<file path="config.mk">
export PLATFORM = sky130hd
export DESIGN_NAME = pllcd_top
export DESIGN_NICKNAME = d
export VERILOG_FILES = /design/src/rtl/pllcd_divider.v /design/src/rtl/pllcd_ratio.v /design/src/rtl/pllcd_top.v
export VERILOG_INCLUDE_DIRS = /design/src /design/src/rtl
export SDC_FILE = /design/constraint.sdc
export NUM_CORES = 1
export LEC_CHECK = 0
export ABC_AREA = 1
export BUFFER_PORTS_ARGS = -buffer_cell sky130_fd_sc_hd__buf_2
export CAP_MARGIN = 25
export CELL_PAD_IN_SITES_DETAIL_PLACEMENT = 0
export CELL_PAD_IN_SITES_GLOBAL_PLACEMENT = 1
export CORE_UTILIZATION = 36
export DETAILED_ROUTE_END_ITERATION = 8
export GPL_TIMING_DRIVEN = 0
export PLACE_DENSITY = 0.87
export SYNTH_ARGS = -nofsm -noshare
export SYNTH_HDL_FRONTEND = slang
export SYNTH_SLANG_ARGS = --single-unit
</file>
<file path="constraint.sdc">
create_clock -name aclk -period 1.5 [get_ports aclk]
set_input_delay 0 -clock aclk [delete_from_list [all_inputs] [get_ports aclk]]
set_output_delay 0 -clock aclk [all_outputs]
set_load 0.01 [all_outputs]
</file>
<file path="src/rtl/pllcd_defines.vh">
// Purpose: register indices, reset values, masks and field positions of the clock tree config
// Assumes: byte address of a register is four times its index
// Notes:   definitions only
`ifndef PLLCD_DEFINES_VH
`define PLLCD_DEFINES_VH

// ----------------------------------------------------------------
// register indices
// ----------------------------------------------------------------
`define PLLCD_IDX_PLL_TOP   7'h36
`define PLLCD_IDX_PLL_LOW   7'h38
`define PLLCD_IDX_N_PDM     7'h39
`define PLLCD_IDX_M_ADC     7'h3a
`define PLLCD_IDX_DAC_TOP   7'h3b
`define PLLCD_IDX_PB_LOW    7'h3c
`define PLLCD_IDX_SB_LOW    7'h3d
`define PLLCD_IDX_DIV_EN    7'h44
`define PLLCD_IDX_DIV_EN2   7'h45
`define PLLCD_IDX_STATUS    7'h7e
`define PLLCD_IDX_CTRL      7'h7f

// ----------------------------------------------------------------
// reset values
// ----------------------------------------------------------------
`define PLLCD_RST_PLL_TOP   8'h00
`define PLLCD_RST_PLL_LOW   8'h08
`define PLLCD_RST_N_PDM     8'h20
`define PLLCD_RST_M_ADC     8'h04
`define PLLCD_RST_DAC_TOP   8'h00
`define PLLCD_RST_PB_LOW    8'h01
`define PLLCD_RST_SB_LOW    8'h01
`define PLLCD_RST_DIV_EN    8'h00
`define PLLCD_RST_DIV_EN2   8'h00
`define PLLCD_RST_CTRL      8'h00

// ----------------------------------------------------------------
// writable bit masks, reserved bits read zero except in pll_top_r and div_en2_r, which are written unmasked
// ----------------------------------------------------------------
`define PLLCD_MSK_FULL      8'hff
`define PLLCD_MSK_N_PDM     8'hfc
`define PLLCD_MSK_DAC_TOP   8'h36
`define PLLCD_MSK_DIV_EN    8'h07
`define PLLCD_MSK_CTRL      8'h01

// ----------------------------------------------------------------
// field positions
// ----------------------------------------------------------------
`define PLLCD_N_LSB         5
`define PLLCD_PDM_LSB       2
`define PLLCD_M_LSB         2
`define PLLCD_ADC_LSB       0
`define PLLCD_DAC_LSB       4
`define PLLCD_PB_TOP_BIT    2
`define PLLCD_SB_TOP_BIT    1
`define PLLCD_PLL_TOP_BIT   7
`define PLLCD_N_EN_BIT      2
`define PLLCD_M_EN_BIT      1
`define PLLCD_PDM_EN_BIT    0
`define PLLCD_ADC_EN_BIT    6
`define PLLCD_DAC_EN_BIT    4
`define PLLCD_PB_EN_BIT     3
`define PLLCD_SB_EN_BIT     2
`define PLLCD_AUTO_BIT      0

// ----------------------------------------------------------------
// codes used while automatic detection owns the clock tree
// ----------------------------------------------------------------
`define PLLCD_AUTO_N        3'h1
`define PLLCD_AUTO_PDM      3'h0
`define PLLCD_AUTO_M        6'h01
`define PLLCD_AUTO_MOD      2'h0
`define PLLCD_AUTO_BCLK     9'h001
`define PLLCD_AUTO_PLL      9'h008

// ----------------------------------------------------------------
// bus responses
// ----------------------------------------------------------------
`define PLLCD_RESP_OKAY     2'h0
`define PLLCD_RESP_SLVERR   2'h2

`endif

</file>
<file path="src/rtl/pllcd_divider.v">
// Purpose: divide aclk by a programmed ratio into a one-cycle tick train
// Assumes: ratio is never zero
// Notes:   the ratio is sampled only at period end, so a change never makes a short period
`timescale 1ns/10ps
module pllcd_divider
#(
   parameter RW = 4
)
(
   input  wire          aclk,
   input  wire          aresetn,
   input  wire          run,
   input  wire [RW-1:0] ratio,
   output wire          tick
);
   localparam [RW-1:0] ONE = {{(RW-1){1'b0}}, 1'b1};

   reg [RW-1:0] cnt_r;
   reg          tick_r;

   always @(posedge aclk)
   begin
      if (!aresetn)
      begin
         cnt_r  <= {RW{1'b0}};
         tick_r <= 1'b0;
      end
      else if (!run)
      begin
         cnt_r  <= {RW{1'b0}};
         tick_r <= 1'b0;
      end
      else if (cnt_r == {RW{1'b0}})
      begin
         cnt_r  <= ratio - ONE;
         tick_r <= 1'b1;
      end
      else
      begin
         cnt_r  <= cnt_r - ONE;
         tick_r <= 1'b0;
      end
   end

   assign tick = tick_r;
endmodule // pllcd_divider

</file>
<file path="src/rtl/pllcd_ratio.v">
// Purpose: turn a divider code into a division ratio
// Assumes: POW2=0 means code 0 selects 2**CW; POW2=1 means ratio 2**code up to MAXC
// Notes:   reserved power-of-two codes clamp to the largest valid ratio
`timescale 1ns/10ps
module pllcd_ratio
#(
   parameter CW   = 3,
   parameter RW   = 4,
   parameter POW2 = 0,
   parameter MAXC = 4
)
(
   input  wire [CW-1:0] code,
   output reg  [RW-1:0] ratio
);
   localparam [CW-1:0] MAXV = MAXC;
   localparam [RW-1:0] ONE  = {{(RW-1){1'b0}}, 1'b1};

   always @*
   begin
      if (POW2 != 0)
      begin
         // clamp keeps the clock alive on a reserved code
         ratio = ONE << ((code > MAXV) ? MAXV : code);
      end
      else if (code == {CW{1'b0}})
      begin
         ratio = ONE << CW;
      end
      else
      begin
         ratio = {{(RW-CW){1'b0}}, code};
      end
   end
endmodule // pllcd_ratio

</file>
<file path="src/rtl/pllcd_top.v">
// Purpose: clock tree divider and pll multiplier configuration with an axi4-lite slave
// Assumes: aclk is the divider input clock; synchronous active-low reset
// Notes:   divider outputs are one-cycle ticks at aclk/ratio
`timescale 1ns/10ps
`include "pllcd_defines.vh"
module pllcd_top
#(
   parameter AW = 12
)
(
   input  wire          aclk,
   input  wire          aresetn,
   input  wire [AW-1:0] s_axi_awaddr,
   input  wire [2:0]    s_axi_awprot,
   input  wire          s_axi_awvalid,
   output wire          s_axi_awready,
   input  wire [31:0]   s_axi_wdata,
   input  wire [3:0]    s_axi_wstrb,
   input  wire          s_axi_wvalid,
   output wire          s_axi_wready,
   output wire [1:0]    s_axi_bresp,
   output wire          s_axi_bvalid,
   input  wire          s_axi_bready,
   input  wire [AW-1:0] s_axi_araddr,
   input  wire [2:0]    s_axi_arprot,
   input  wire          s_axi_arvalid,
   output wire          s_axi_arready,
   output wire [31:0]   s_axi_rdata,
   output wire [1:0]    s_axi_rresp,
   output wire          s_axi_rvalid,
   input  wire          s_axi_rready,
   output wire [8:0]    pll_int_mult,
   output wire          n_stage_tick,
   output wire          m_stage_tick,
   output wire          density_mod_tick,
   output wire          adc_mod_tick,
   output wire          dac_mod_tick,
   output wire          primary_bitclk_tick,
   output wire          secondary_bitclk_tick
);
   // ----------------------------------------------------------------
   // registers and bus state
   // ----------------------------------------------------------------
   reg  [7:0]    pll_top_r;
   reg  [7:0]    pll_low_r;
   reg  [7:0]    n_pdm_r;
   reg  [7:0]    m_adc_r;
   reg  [7:0]    dac_top_r;
   reg  [7:0]    pb_low_r;
   reg  [7:0]    sb_low_r;
   reg  [7:0]    div_en_r;
   reg  [7:0]    div_en2_r;
   reg  [7:0]    ctrl_r;
   reg  [8:0]    pll_mult_r;
   reg           awready_r;
   reg           awv_r;
   reg  [AW-1:0] awaddr_r;
   reg           wready_r;
   reg           wv_r;
   reg  [7:0]    wdat_r;
   reg           wstb_r;
   reg           bvalid_r;
   reg  [1:0]    bresp_r;
   reg           arready_r;
   reg           rvalid_r;
   reg  [31:0]   rdata_r;
   reg  [1:0]    rresp_r;
   reg  [7:0]    rd_dat;
   reg           rd_ok;
   wire          wr_fire;
   wire          wr_ok;
   wire [6:0]    wr_idx;
   wire          auto_on;
   wire [2:0]    n_code;
   wire [2:0]    pdm_code;
   wire [5:0]    m_code;
   wire [1:0]    adc_code;
   wire [1:0]    dac_code;
   wire [8:0]    pb_code;
   wire [8:0]    sb_code;
   wire [8:0]    pll_code;
   wire [6:0]    run;
   wire [3:0]    n_ratio;
   wire [4:0]    pdm_ratio;
   wire [6:0]    m_ratio;
   wire [2:0]    adc_ratio;
   wire [2:0]    dac_ratio;
   wire [9:0]    pb_ratio;
   wire [9:0]    sb_ratio;

   function mapped;
      input [AW-1:0] addr;
      begin
         mapped = (addr[AW-1:9] == {(AW-9){1'b0}}) &&
                  ((addr[8:2] == `PLLCD_IDX_PLL_TOP) || (addr[8:2] == `PLLCD_IDX_PLL_LOW) ||
                   (addr[8:2] == `PLLCD_IDX_N_PDM)   || (addr[8:2] == `PLLCD_IDX_M_ADC)   ||
                   (addr[8:2] == `PLLCD_IDX_DAC_TOP) || (addr[8:2] == `PLLCD_IDX_PB_LOW)  ||
                   (addr[8:2] == `PLLCD_IDX_SB_LOW)  || (addr[8:2] == `PLLCD_IDX_DIV_EN)  ||
                   (addr[8:2] == `PLLCD_IDX_DIV_EN2) || (addr[8:2] == `PLLCD_IDX_STATUS)  ||
                   (addr[8:2] == `PLLCD_IDX_CTRL));
      end
   endfunction

   // ----------------------------------------------------------------
   // write channel: address and data taken in either order
   // ----------------------------------------------------------------
   assign wr_fire = awv_r & wv_r & ~bvalid_r;
   assign wr_ok   = mapped(awaddr_r);
   assign wr_idx  = awaddr_r[8:2];

   always @(posedge aclk)
   begin
      if (!aresetn)
      begin
         awready_r <= 1'b0;
         awv_r     <= 1'b0;
         awaddr_r  <= {AW{1'b0}};
         wready_r  <= 1'b0;
         wv_r      <= 1'b0;
         wdat_r    <= 8'h00;
         wstb_r    <= 1'b0;
         bvalid_r  <= 1'b0;
         bresp_r   <= `PLLCD_RESP_OKAY;
      end
      else
      begin
         if (s_axi_awvalid && awready_r)
         begin
            awv_r     <= 1'b1;
            awaddr_r  <= s_axi_awaddr;
            awready_r <= 1'b0;
         end
         else if (bvalid_r && s_axi_bready)
         begin
            awv_r     <= 1'b0;
            awready_r <= 1'b1;
         end
         else if (!awv_r)
         begin
            awready_r <= 1'b1;
         end
         if (s_axi_wvalid && wready_r)
         begin
            wv_r     <= 1'b1;
            wdat_r   <= s_axi_wdata[7:0];
            wstb_r   <= s_axi_wstrb[0];
            wready_r <= 1'b0;
         end
         else if (bvalid_r && s_axi_bready)
         begin
            wv_r     <= 1'b0;
            wready_r <= 1'b1;
         end
         else if (!wv_r)
         begin
            wready_r <= 1'b1;
         end
         if (wr_fire)
         begin
            bvalid_r <= 1'b1;
            bresp_r  <= wr_ok ? `PLLCD_RESP_OKAY : `PLLCD_RESP_SLVERR;
         end
         else if (bvalid_r && s_axi_bready)
         begin
            bvalid_r <= 1'b0;
         end
      end
   end

   // ----------------------------------------------------------------
   // register file
   // ----------------------------------------------------------------
   // a cleared lane-0 strobe leaves the register untouched, the write still answers
   always @(posedge aclk)
   begin
      if (!aresetn)
      begin
         pll_top_r <= `PLLCD_RST_PLL_TOP;
         pll_low_r <= `PLLCD_RST_PLL_LOW;
         n_pdm_r   <= `PLLCD_RST_N_PDM;
         m_adc_r   <= `PLLCD_RST_M_ADC;
         dac_top_r <= `PLLCD_RST_DAC_TOP;
         pb_low_r  <= `PLLCD_RST_PB_LOW;
         sb_low_r  <= `PLLCD_RST_SB_LOW;
         div_en_r  <= `PLLCD_RST_DIV_EN;
         div_en2_r <= `PLLCD_RST_DIV_EN2;
         ctrl_r    <= `PLLCD_RST_CTRL;
      end
      else if (wr_fire && wstb_r)
      begin
         case (wr_idx)
            `PLLCD_IDX_PLL_TOP: pll_top_r <= wdat_r;
            `PLLCD_IDX_PLL_LOW: pll_low_r <= wdat_r;
            `PLLCD_IDX_N_PDM:   n_pdm_r   <= wdat_r & `PLLCD_MSK_N_PDM;
            `PLLCD_IDX_M_ADC:   m_adc_r   <= wdat_r;
            `PLLCD_IDX_DAC_TOP: dac_top_r <= wdat_r & `PLLCD_MSK_DAC_TOP;
            `PLLCD_IDX_PB_LOW:  pb_low_r  <= wdat_r;
            `PLLCD_IDX_SB_LOW:  sb_low_r  <= wdat_r;
            `PLLCD_IDX_DIV_EN:  div_en_r  <= wdat_r & `PLLCD_MSK_DIV_EN;
            `PLLCD_IDX_DIV_EN2: div_en2_r <= wdat_r;
            `PLLCD_IDX_CTRL:    ctrl_r    <= wdat_r & `PLLCD_MSK_CTRL;
            default:            ctrl_r    <= ctrl_r;
         endcase
      end
   end

   // ----------------------------------------------------------------
   // read channel: one cycle from address to data
   // ----------------------------------------------------------------
   always @*
   begin
      rd_ok = mapped(s_axi_araddr);
      case (s_axi_araddr[8:2])
         `PLLCD_IDX_PLL_TOP: rd_dat = pll_top_r;
         `PLLCD_IDX_PLL_LOW: rd_dat = pll_low_r;
         `PLLCD_IDX_N_PDM:   rd_dat = n_pdm_r;
         `PLLCD_IDX_M_ADC:   rd_dat = m_adc_r;
         `PLLCD_IDX_DAC_TOP: rd_dat = dac_top_r;
         `PLLCD_IDX_PB_LOW:  rd_dat = pb_low_r;
         `PLLCD_IDX_SB_LOW:  rd_dat = sb_low_r;
         `PLLCD_IDX_DIV_EN:  rd_dat = div_en_r;
         `PLLCD_IDX_DIV_EN2: rd_dat = div_en2_r;
         `PLLCD_IDX_STATUS:  rd_dat = {auto_on, run};
         `PLLCD_IDX_CTRL:    rd_dat = ctrl_r;
         default:            rd_dat = 8'h00;
      endcase
      if (!rd_ok)
      begin
         rd_dat = 8'h00;
      end
   end

   always @(posedge aclk)
   begin
      if (!aresetn)
      begin
         arready_r <= 1'b0;
         rvalid_r  <= 1'b0;
         rdata_r   <= 32'h0000_0000;
         rresp_r   <= `PLLCD_RESP_OKAY;
      end
      else if (s_axi_arvalid && arready_r)
      begin
         arready_r <= 1'b0;
         rvalid_r  <= 1'b1;
         rdata_r   <= {24'h00_0000, rd_dat};
         rresp_r   <= rd_ok ? `PLLCD_RESP_OKAY : `PLLCD_RESP_SLVERR;
      end
      else if (rvalid_r && s_axi_rready)
      begin
         rvalid_r  <= 1'b0;
         arready_r <= 1'b1;
      end
      else if (!rvalid_r)
      begin
         arready_r <= 1'b1;
      end
   end

   // ----------------------------------------------------------------
   // effective codes
   // ----------------------------------------------------------------
   // detection owns the ratios; enables stay with software
   assign auto_on  = ctrl_r[`PLLCD_AUTO_BIT];
   assign n_code   = auto_on ? `PLLCD_AUTO_N : n_pdm_r[`PLLCD_N_LSB +: 3];
   assign pdm_code = auto_on ? `PLLCD_AUTO_PDM : n_pdm_r[`PLLCD_PDM_LSB +: 3];
   assign m_code   = auto_on ? `PLLCD_AUTO_M : m_adc_r[`PLLCD_M_LSB +: 6];
   assign adc_code = auto_on ? `PLLCD_AUTO_MOD : m_adc_r[`PLLCD_ADC_LSB +: 2];
   assign dac_code = auto_on ? `PLLCD_AUTO_MOD : dac_top_r[`PLLCD_DAC_LSB +: 2];
   assign pb_code  = auto_on ? `PLLCD_AUTO_BCLK :
                     {dac_top_r[`PLLCD_PB_TOP_BIT], pb_low_r};
   assign sb_code  = auto_on ? `PLLCD_AUTO_BCLK :
                     {dac_top_r[`PLLCD_SB_TOP_BIT], sb_low_r};
   assign pll_code = auto_on ? `PLLCD_AUTO_PLL :
                     {pll_top_r[`PLLCD_PLL_TOP_BIT], pll_low_r};

   assign run = {div_en2_r[`PLLCD_PB_EN_BIT], div_en2_r[`PLLCD_SB_EN_BIT],
                 div_en2_r[`PLLCD_DAC_EN_BIT], div_en2_r[`PLLCD_ADC_EN_BIT],
                 div_en_r[`PLLCD_PDM_EN_BIT], div_en_r[`PLLCD_M_EN_BIT],
                 div_en_r[`PLLCD_N_EN_BIT]};

   // reserved code 0 runs the pll at ratio 1 rather than stalling it
   always @(posedge aclk)
   begin
      if (!aresetn)
      begin
         pll_mult_r <= `PLLCD_AUTO_PLL;
      end
      else
      begin
         pll_mult_r <= (pll_code == 9'h000) ? 9'h001 : pll_code;
      end
   end

   // ----------------------------------------------------------------
   // code decoders
   // ----------------------------------------------------------------
   pllcd_ratio #(.CW(3), .RW(4), .POW2(0), .MAXC(0)) u_n_ratio
      (.code(n_code), .ratio(n_ratio));
   pllcd_ratio #(.CW(3), .RW(5), .POW2(1), .MAXC(4)) u_pdm_ratio
      (.code(pdm_code), .ratio(pdm_ratio));
   pllcd_ratio #(.CW(6), .RW(7), .POW2(0), .MAXC(0)) u_m_ratio
      (.code(m_code), .ratio(m_ratio));
   pllcd_ratio #(.CW(2), .RW(3), .POW2(1), .MAXC(2)) u_adc_ratio
      (.code(adc_code), .ratio(adc_ratio));
   pllcd_ratio #(.CW(2), .RW(3), .POW2(1), .MAXC(2)) u_dac_ratio
      (.code(dac_code), .ratio(dac_ratio));
   pllcd_ratio #(.CW(9), .RW(10), .POW2(0), .MAXC(0)) u_pb_ratio
      (.code(pb_code), .ratio(pb_ratio));
   pllcd_ratio #(.CW(9), .RW(10), .POW2(0), .MAXC(0)) u_sb_ratio
      (.code(sb_code), .ratio(sb_ratio));

   // ----------------------------------------------------------------
   // dividers
   // ----------------------------------------------------------------
   pllcd_divider #(.RW(4)) u_n_div
      (.aclk(aclk), .aresetn(aresetn), .run(run[0]), .ratio(n_ratio), .tick(n_stage_tick));
   pllcd_divider #(.RW(7)) u_m_div
      (.aclk(aclk), .aresetn(aresetn), .run(run[1]), .ratio(m_ratio), .tick(m_stage_tick));
   pllcd_divider #(.RW(5)) u_density_mod_divider_code
      (.aclk(aclk), .aresetn(aresetn), .run(run[2]), .ratio(pdm_ratio),
       .tick(density_mod_tick));
   pllcd_divider #(.RW(3)) u_adc_div
      (.aclk(aclk), .aresetn(aresetn), .run(run[3]), .ratio(adc_ratio), .tick(adc_mod_tick));
   pllcd_divider #(.RW(3)) u_dac_div
      (.aclk(aclk), .aresetn(aresetn), .run(run[4]), .ratio(dac_ratio), .tick(dac_mod_tick));
   pllcd_divider #(.RW(10)) u_sb_div
      (.aclk(aclk), .aresetn(aresetn), .run(run[5]), .ratio(sb_ratio),
       .tick(secondary_bitclk_tick));
   pllcd_divider #(.RW(10)) u_pb_div
      (.aclk(aclk), .aresetn(aresetn), .run(run[6]), .ratio(pb_ratio),
       .tick(primary_bitclk_tick));

   // ----------------------------------------------------------------
   // outputs
   // ----------------------------------------------------------------
   assign s_axi_awready = awready_r;
   assign s_axi_wready  = wready_r;
   assign s_axi_bvalid  = bvalid_r;
   assign s_axi_bresp   = bresp_r;
   assign s_axi_arready = arready_r;
   assign s_axi_rvalid  = rvalid_r;
   assign s_axi_rdata   = rdata_r;
   assign s_axi_rresp   = rresp_r;
   assign pll_int_mult  = pll_mult_r;
endmodule // pllcd_top

</file>
# --- Word-level counts from Yosys, hierarchy flattened ---
# Cells that the tools add are included.
classes:
  n_bitwise: 4
  shift: 3
  muxes: 46
  n_eq_ne: 25
  n_addsub: 14
  order_cmp: 3
  n_reduce_logical: 67
op_table:
  columns: ["op", "n"]
  rows:
  - ["$eq A7 B6 Y1 const B", 14]
  - ["$pmux W8 S11", 1]
  - ["$eq A7 B7 Y1 const B", 8]
  - ["$mux W10", 4]
  - ["$sub A10 B1 Y10 const B", 4]
  - ["$reduce_and A2 Y1", 17]
  - ["$logic_not A9 Y1", 3]
  - ["$mux W9", 3]
  - ["$logic_not A10 Y1", 2]
  - ["$logic_or A1 B1 Y1", 20]
  - ["$mux W1", 19]
  - ["$logic_not A3 Y1", 5]
  - ["$mux W3", 5]
  - ["$mux W7", 2]
  - ["$sub A7 B1 Y7 const B", 2]
  - ["$mux W2", 6]
  - ["$mux W4", 3]
  - ["$sub A3 B1 Y3 const B", 4]
  - ["$sub A5 B1 Y5 const B", 2]
  - ["$logic_and A1 B1 Y1", 8]
  - ["$mux W8", 1]
  - ["$reduce_bool A2 Y1", 4]
  - ["$reduce_or A2 Y1", 4]
  - ["$sub A4 B1 Y4 const B", 2]
  - ["13 further kinds", 19]
totals:
  in_bits: 73
  wordCells: 201
  reg_bits: 160
  output_inout_bits: 57

# --- Depth between registers and ports, before layout ---
logic_depth:
  ltp_word: 13
  ltp_mapped: 13
  ltp_nobuf: 13

# --- Modules after synthesis ---
# Synthesis repeated with hierarchy kept, for this count alone.
hier_totals:
  cells_unflattened: 1160
  hier_area_um2: 8244.2
by_module_without_submodules:
  columns: ["mod", "cells_each", "seq_area_each_um2", "instances", "area_each_um2"]
  rows:
  - ["pllcd_top", 707, 2142.1, 1, 5168.7]
  - ["pllcd_divider (u_pb_div ...)", 95, 220.2, 2, 666.9]
  - ["pllcd_divider (u_m_div)", 70, 160.2, 1, 499.2]
  - ["pllcd_divider (u_adc_div ...)", 21, 80.1, 2, 186.4]
  - ["pllcd_divider (u_density_mod_divider_code)", 43, 120.1, 1, 325.3]
  - ["pllcd_divider (u_n_div)", 38, 100.1, 1, 269.0]
  - ["pllcd_ratio (u_pb_ratio ...)", 17, 0.0, 2, 65.1]
  - ["pllcd_ratio (u_m_ratio)", 11, 0.0, 1, 43.8]
  - ["pllcd_ratio (u_pdm_ratio)", 10, 0.0, 1, 42.5]
  - ["pllcd_ratio (u_adc_ratio ...)", 4, 0.0, 2, 15.0]
  - ["pllcd_ratio (u_n_ratio)", 7, 0.0, 1, 28.8]

# --- Worst setup path after synthesis ---
# No wires, ideal clock.
synth_path:
  path_kind: "register -> register"
  startpoint: "reg u_pb_div.cnt_r[7]"
  endpoint: "reg u_pb_div.cnt_r[8]"
  slack_ns: -0.104
  arrival_ns: 1.491
  period_less_slack_ns: 1.604
  setup_ns: 0.113
  path_stages_with_launch: 14
  required_ns: 1.387
  n_path_buf: 0
  cell_sequence: "dfxtp_1 inv_1 nand2_1 nor2_2 nand2_1 o21ai_2 inv_2 ha_1 nand3_1 nor2_1 nand3_1 nand2_1 nand2_1 nor2_1"
synth_between:
  elab_chain_len: 2
  word_cells_on_any_way: 3
  cone_classes: "1 x add/sub; 1 x mux; 1 x reduce/logical"
synth_rtl:
  columns: ["item", "line_no", "source"]
  rows:
  - ["start, declared", "pllcd_divider.v:18", "reg [RW-1:0] cnt_r;"]
  - ["start signal, assigned", "pllcd_divider.v:25", "cnt_r <= {RW{1'b0}};"]
  - ["start signal, assigned", "pllcd_divider.v:30", "cnt_r <= {RW{1'b0}};"]
  - ["start signal, assigned", "pllcd_divider.v:35", "cnt_r <= ratio - ONE;"]
  - ["$sub A10 B1 Y10 or $logic_not A10 Y1 (tied branches)", "pllcd_divider.v:40, pllcd_divider.v:33", null]
  - ["$mux W10 (*)", "pllcd_divider.v:33", "else if (cnt_r == {RW{1'b0}})"]
# Every way passes the cells marked *; elsewhere a longest branch is shown, timed or not.
# A chain may end at the register's enable or synchronous reset.

# --- Worst setup path in the final report ---
layout_path:
  startpoint: "reg ctrl_r[0]"
  endpoint: "reg u_sb_div.cnt_r[8]"
layout_between:
  elab_chain_len: 5
layout_rtl:
  columns: ["item", "line_no", "source"]
  rows:
  - ["start, declared", "pllcd_top.v:53", "reg [7:0] ctrl_r;"]
  - ["start signal, assigned", "pllcd_top.v:187", "ctrl_r <= `PLLCD_RST_CTRL;"]
  - ["start signal, assigned", "pllcd_top.v:201", "`PLLCD_IDX_CTRL: ctrl_r <= wdat_r & `PLLCD_MSK_CTRL;"]
  - ["start signal, assigned", "pllcd_top.v:202", "default: ctrl_r <= ctrl_r;"]
  - ["$mux W9 (*)", "pllcd_top.v:272", "assign sb_code = auto_on ? `PLLCD_AUTO_BCLK :"]
  - ["$logic_not A9 Y1", "pllcd_ratio.v:26", "else if (code == {CW{1'b0}})"]
  - ["$mux W10 (*)", "pllcd_ratio.v:26", null]
  - ["$sub A10 B1 Y10 (*)", "pllcd_divider.v:35", null]
  - ["$mux W10 (*)", "pllcd_divider.v:33", null]
  - ["end signal, assigned", "pllcd_divider.v:30", null]
  - ["end signal, assigned", "pllcd_divider.v:35", null]
  - ["end signal, assigned", "pllcd_divider.v:40", "cnt_r <= cnt_r - ONE;"]
  - ["end, declared", "pllcd_divider.v:18", null]
# Marks and branches as above.

==> run metrics <==
outcome complete, but fails checks; failing checks setup timing; CP startpoint kind flop; CTS tree yes; EDFF count, synth 0; Gate power share 5.6%; antenna cells 0; nature of the critical path endpoint flop; Seq cells post-synth ~160; Detailed Route WL approximately 23000 um; ys async rst share 0%; die width around 140 um; dpl cell area about 0.0082 mm^2; initial antenna violation count 0; Initial DRT Pass Iterations 5; YS warnings 0; Cell Area, Synth roughly 0.0074 mm^2; Clock Pin Slew Worst Setup and Hold Paths approximately 0.060 ns; share of cells above drive strength 1 a little over a third; Most used DFF post-synth dfxtp_1; fin crit period ~1.7 ns; top cell type's share of synthesized area a little over two fifths; drt wl/cell between 10 and 15 um; die area between 0.02 and 0.025 mm^2; maximum clock rate roughly 590 MHz; Int Power a little over 7 mW; Layout Nets between 1000 and 1500; GRT overflow 0; Rows 51; Vias/cell 4.94; met2 Track Usage GR about a third; final setup fails 25; Arrival @ worst endpoint 2.06 ns; CTS buffer count 17; Critical Path RT between 1.5 and 2 ns; synth cell count leaders nand2_1 (159), nor2_1 (157), dfxtp_1 (156); Final GP Congestion roughly 0.92; Crit Path Class flop to flop; I/O Pins 130; post-synthesis sequential area ratio a little over two fifths; Non-Filler Instances approximately 1500; Netlist cell types 46; Relative slew margins roughly 50%; final count of hold timing violations 0; Die Span Y approximately 140 um; Clk network pwr share roughly half; first-pass GRT wire length 33300 um; pwr dens just under 900 mW/mm^2; largest net degree at the start of global routing 17; Slew Viols, Final 0; Final Total Pwr roughly 9.4 mW; synth top area cells dfxtp_1 (42%), nand2_1 (8.1%), nor2_1 (8.0%); Post-DRT Antenna Nets 0; port buffer count 66; worst min path class primary input to flop; Worst Path Max Fanout 7; Clock Tree Buf Depth 2; DRC 0; DPL Wire Length about 15000 um; Inst Count DP 1391; M3 GR Usage under 10%; synth-to-layout area growth 43.1%; flop2flop setup slack -0.20 ns; Initial Util 37.3%; number of max-cap violations 0; Pleak 4.47 nW; Setup TNS -1.98 ns; Synth Area per Inst slightly above 7 um^2; worst setup slack after layout -0.196 ns; period utilization 113%; Seq pwr share between 40 and 50%; RSZ-0062 raised after global routing yes; Total GRT Usage 20.2%; H-tree Lvls 4; Final Cell Area ~0.011 mm^2; Post-Synthesis Cells between 1000 and 1500; most frequent cell after synthesis nand2_1; clk_skew a little under 0.01 ns; Clock Tree Root clkbuf_16; vias in the first global route 6732; Worst VDD drop 0.733 mV; core area 0.0197 mm^2; Clock Latency Late Sink about 0.43 ns; initial drt markers 440; worst slew pin tran 0.749 ns; net switching power 2.20 mW; DR vias 7481; GR peak layer met2; met1 usage ~25%; # clock sinks about 160; Synth area leader dfxtp_1; Sw Share about a quarter
==> stage by stage <==
stage | setup WS [ns] | util [%] | hold WS (ns)
final | -0.196 | 53.4 | 0.0383
after global routing | -0.290 | 53.4 | 0.0728
after CTS | -0.117 | 48.6 | 0.0254
after detailed placement | -0.290 | 41.4 | 0.257
after global placement | -0.250 | 41.4 | 0.256
after floorplan | -0.0280 | - | 0.167
==> registers in the layout, indices dropped and copies added, names as in the netlist, 3 cells and up <==
register,flops
awaddr_r,10
u_pb_div.cnt_r,10
u_sb_div.cnt_r,10
pll_int_mult,9
div_en2_r,8
m_adc_r,8
pb_low_r,8
pll_low_r,8
pll_top_r,8
s_axi_rdata,8
sb_low_r,8
wdat_r,8
u_m_div.cnt_r,7
n_pdm_r,6
u_density_mod_divider_code.cnt_r,5
dac_top_r,4
u_n_div.cnt_r,4
div_en_r,3
u_adc_div.cnt_r,3
u_dac_div.cnt_r,3
==> routing by layer <==
metal | routed length [um] | vias up | part of all wire [%]
met5 | 0 | - | 0
met4 | 774 | 0 | 3.4
met3 | 1140 | 58 | 5.0
met2 | 11300 | 204 | 50
met1 | 9360 | 3480 | 41
li1 | - | 3739 | -
==> critical path, cell delays in order (launching register included) <==
cell     delay, ns
dfxtp_2       0.34
buf_12        0.14
buf_8         0.12
nor2_4        0.03
nand3_2       0.07
nand2_2       0.07
inv_2         0.08
ha_4          0.15
nand3_4       0.08
nor2_4        0.22
nand4_1       0.16
a21oi_2       0.15
==> area by class of cell <==
type,count,area (um^2)
plain buffers,51,407
clock buffers,19,433
clock inverters,12,189
fillers,1808,9200
inverters,161,614
multi-input cells,692,4220
flip-flops and latches,156,3150
well taps,265,332
repair buffers,158,1170
==> placed cells by master (no fill, tap or decap), types with 26 or more instances in the layout <==
cell type	count
dfxtp_1	136
inv_1	134
nand2_1	123
nor2_1	111
buf_4	77
a21oi_1	73
buf_2	68
o21ai_0	62
nand3_1	31
nand2_2	31
nor2_4	30
nor2_2	26
conb_1	26
==> cells by family after synthesis <==
kind of cell | Yosys count | synth area share [%]
simple gates | 424 | 25.4
other cells | 1 | 0.0510
buf+inv | 212 | 12.8
compound gates | 234 | 18.0
fa+ha+maj | 7 | 1.19
flops | 156 | 42.5
xor+xnor | 1 | 0.119
==> final timing paths <==
path,depth (start not counted),startpoint,to
worst max register to register,11,ctrl_r[0],u_sb_div.cnt_r[8]
worst min register to register,2,s_axi_rdata[7],s_axi_rdata[7]
worst min-delay path,4,s_axi_araddr[10],s_axi_rresp[1]
worst max-delay path,11,ctrl_r[0],u_sb_div.cnt_r[8]
==> power by group through the flow <==
stage	Combinational [mW]	Sequential, mW	Clock, mW
finish	0.531	4.27	4.61
global route	0.579	4.27	4.85
CTS	0.488	4.26	4.67
detailed placement	0.436	4.35	0
global placement	0.436	4.35	0
floorplan	0.280	4.33	0
==> timing repair <==
action / 4_1_cts / 5_1_grt
endpoints found under the setup margin: 68 / 83
hold buffers: 23 / 0
pin swaps: 32 / 78
cloned: 1 / 2
endpoints found under the hold margin: 25 / 0
resized for setup: 102 / 194
setup buffers: 33 / 35
No activity file was read; power rests on OpenSTA's default activity.
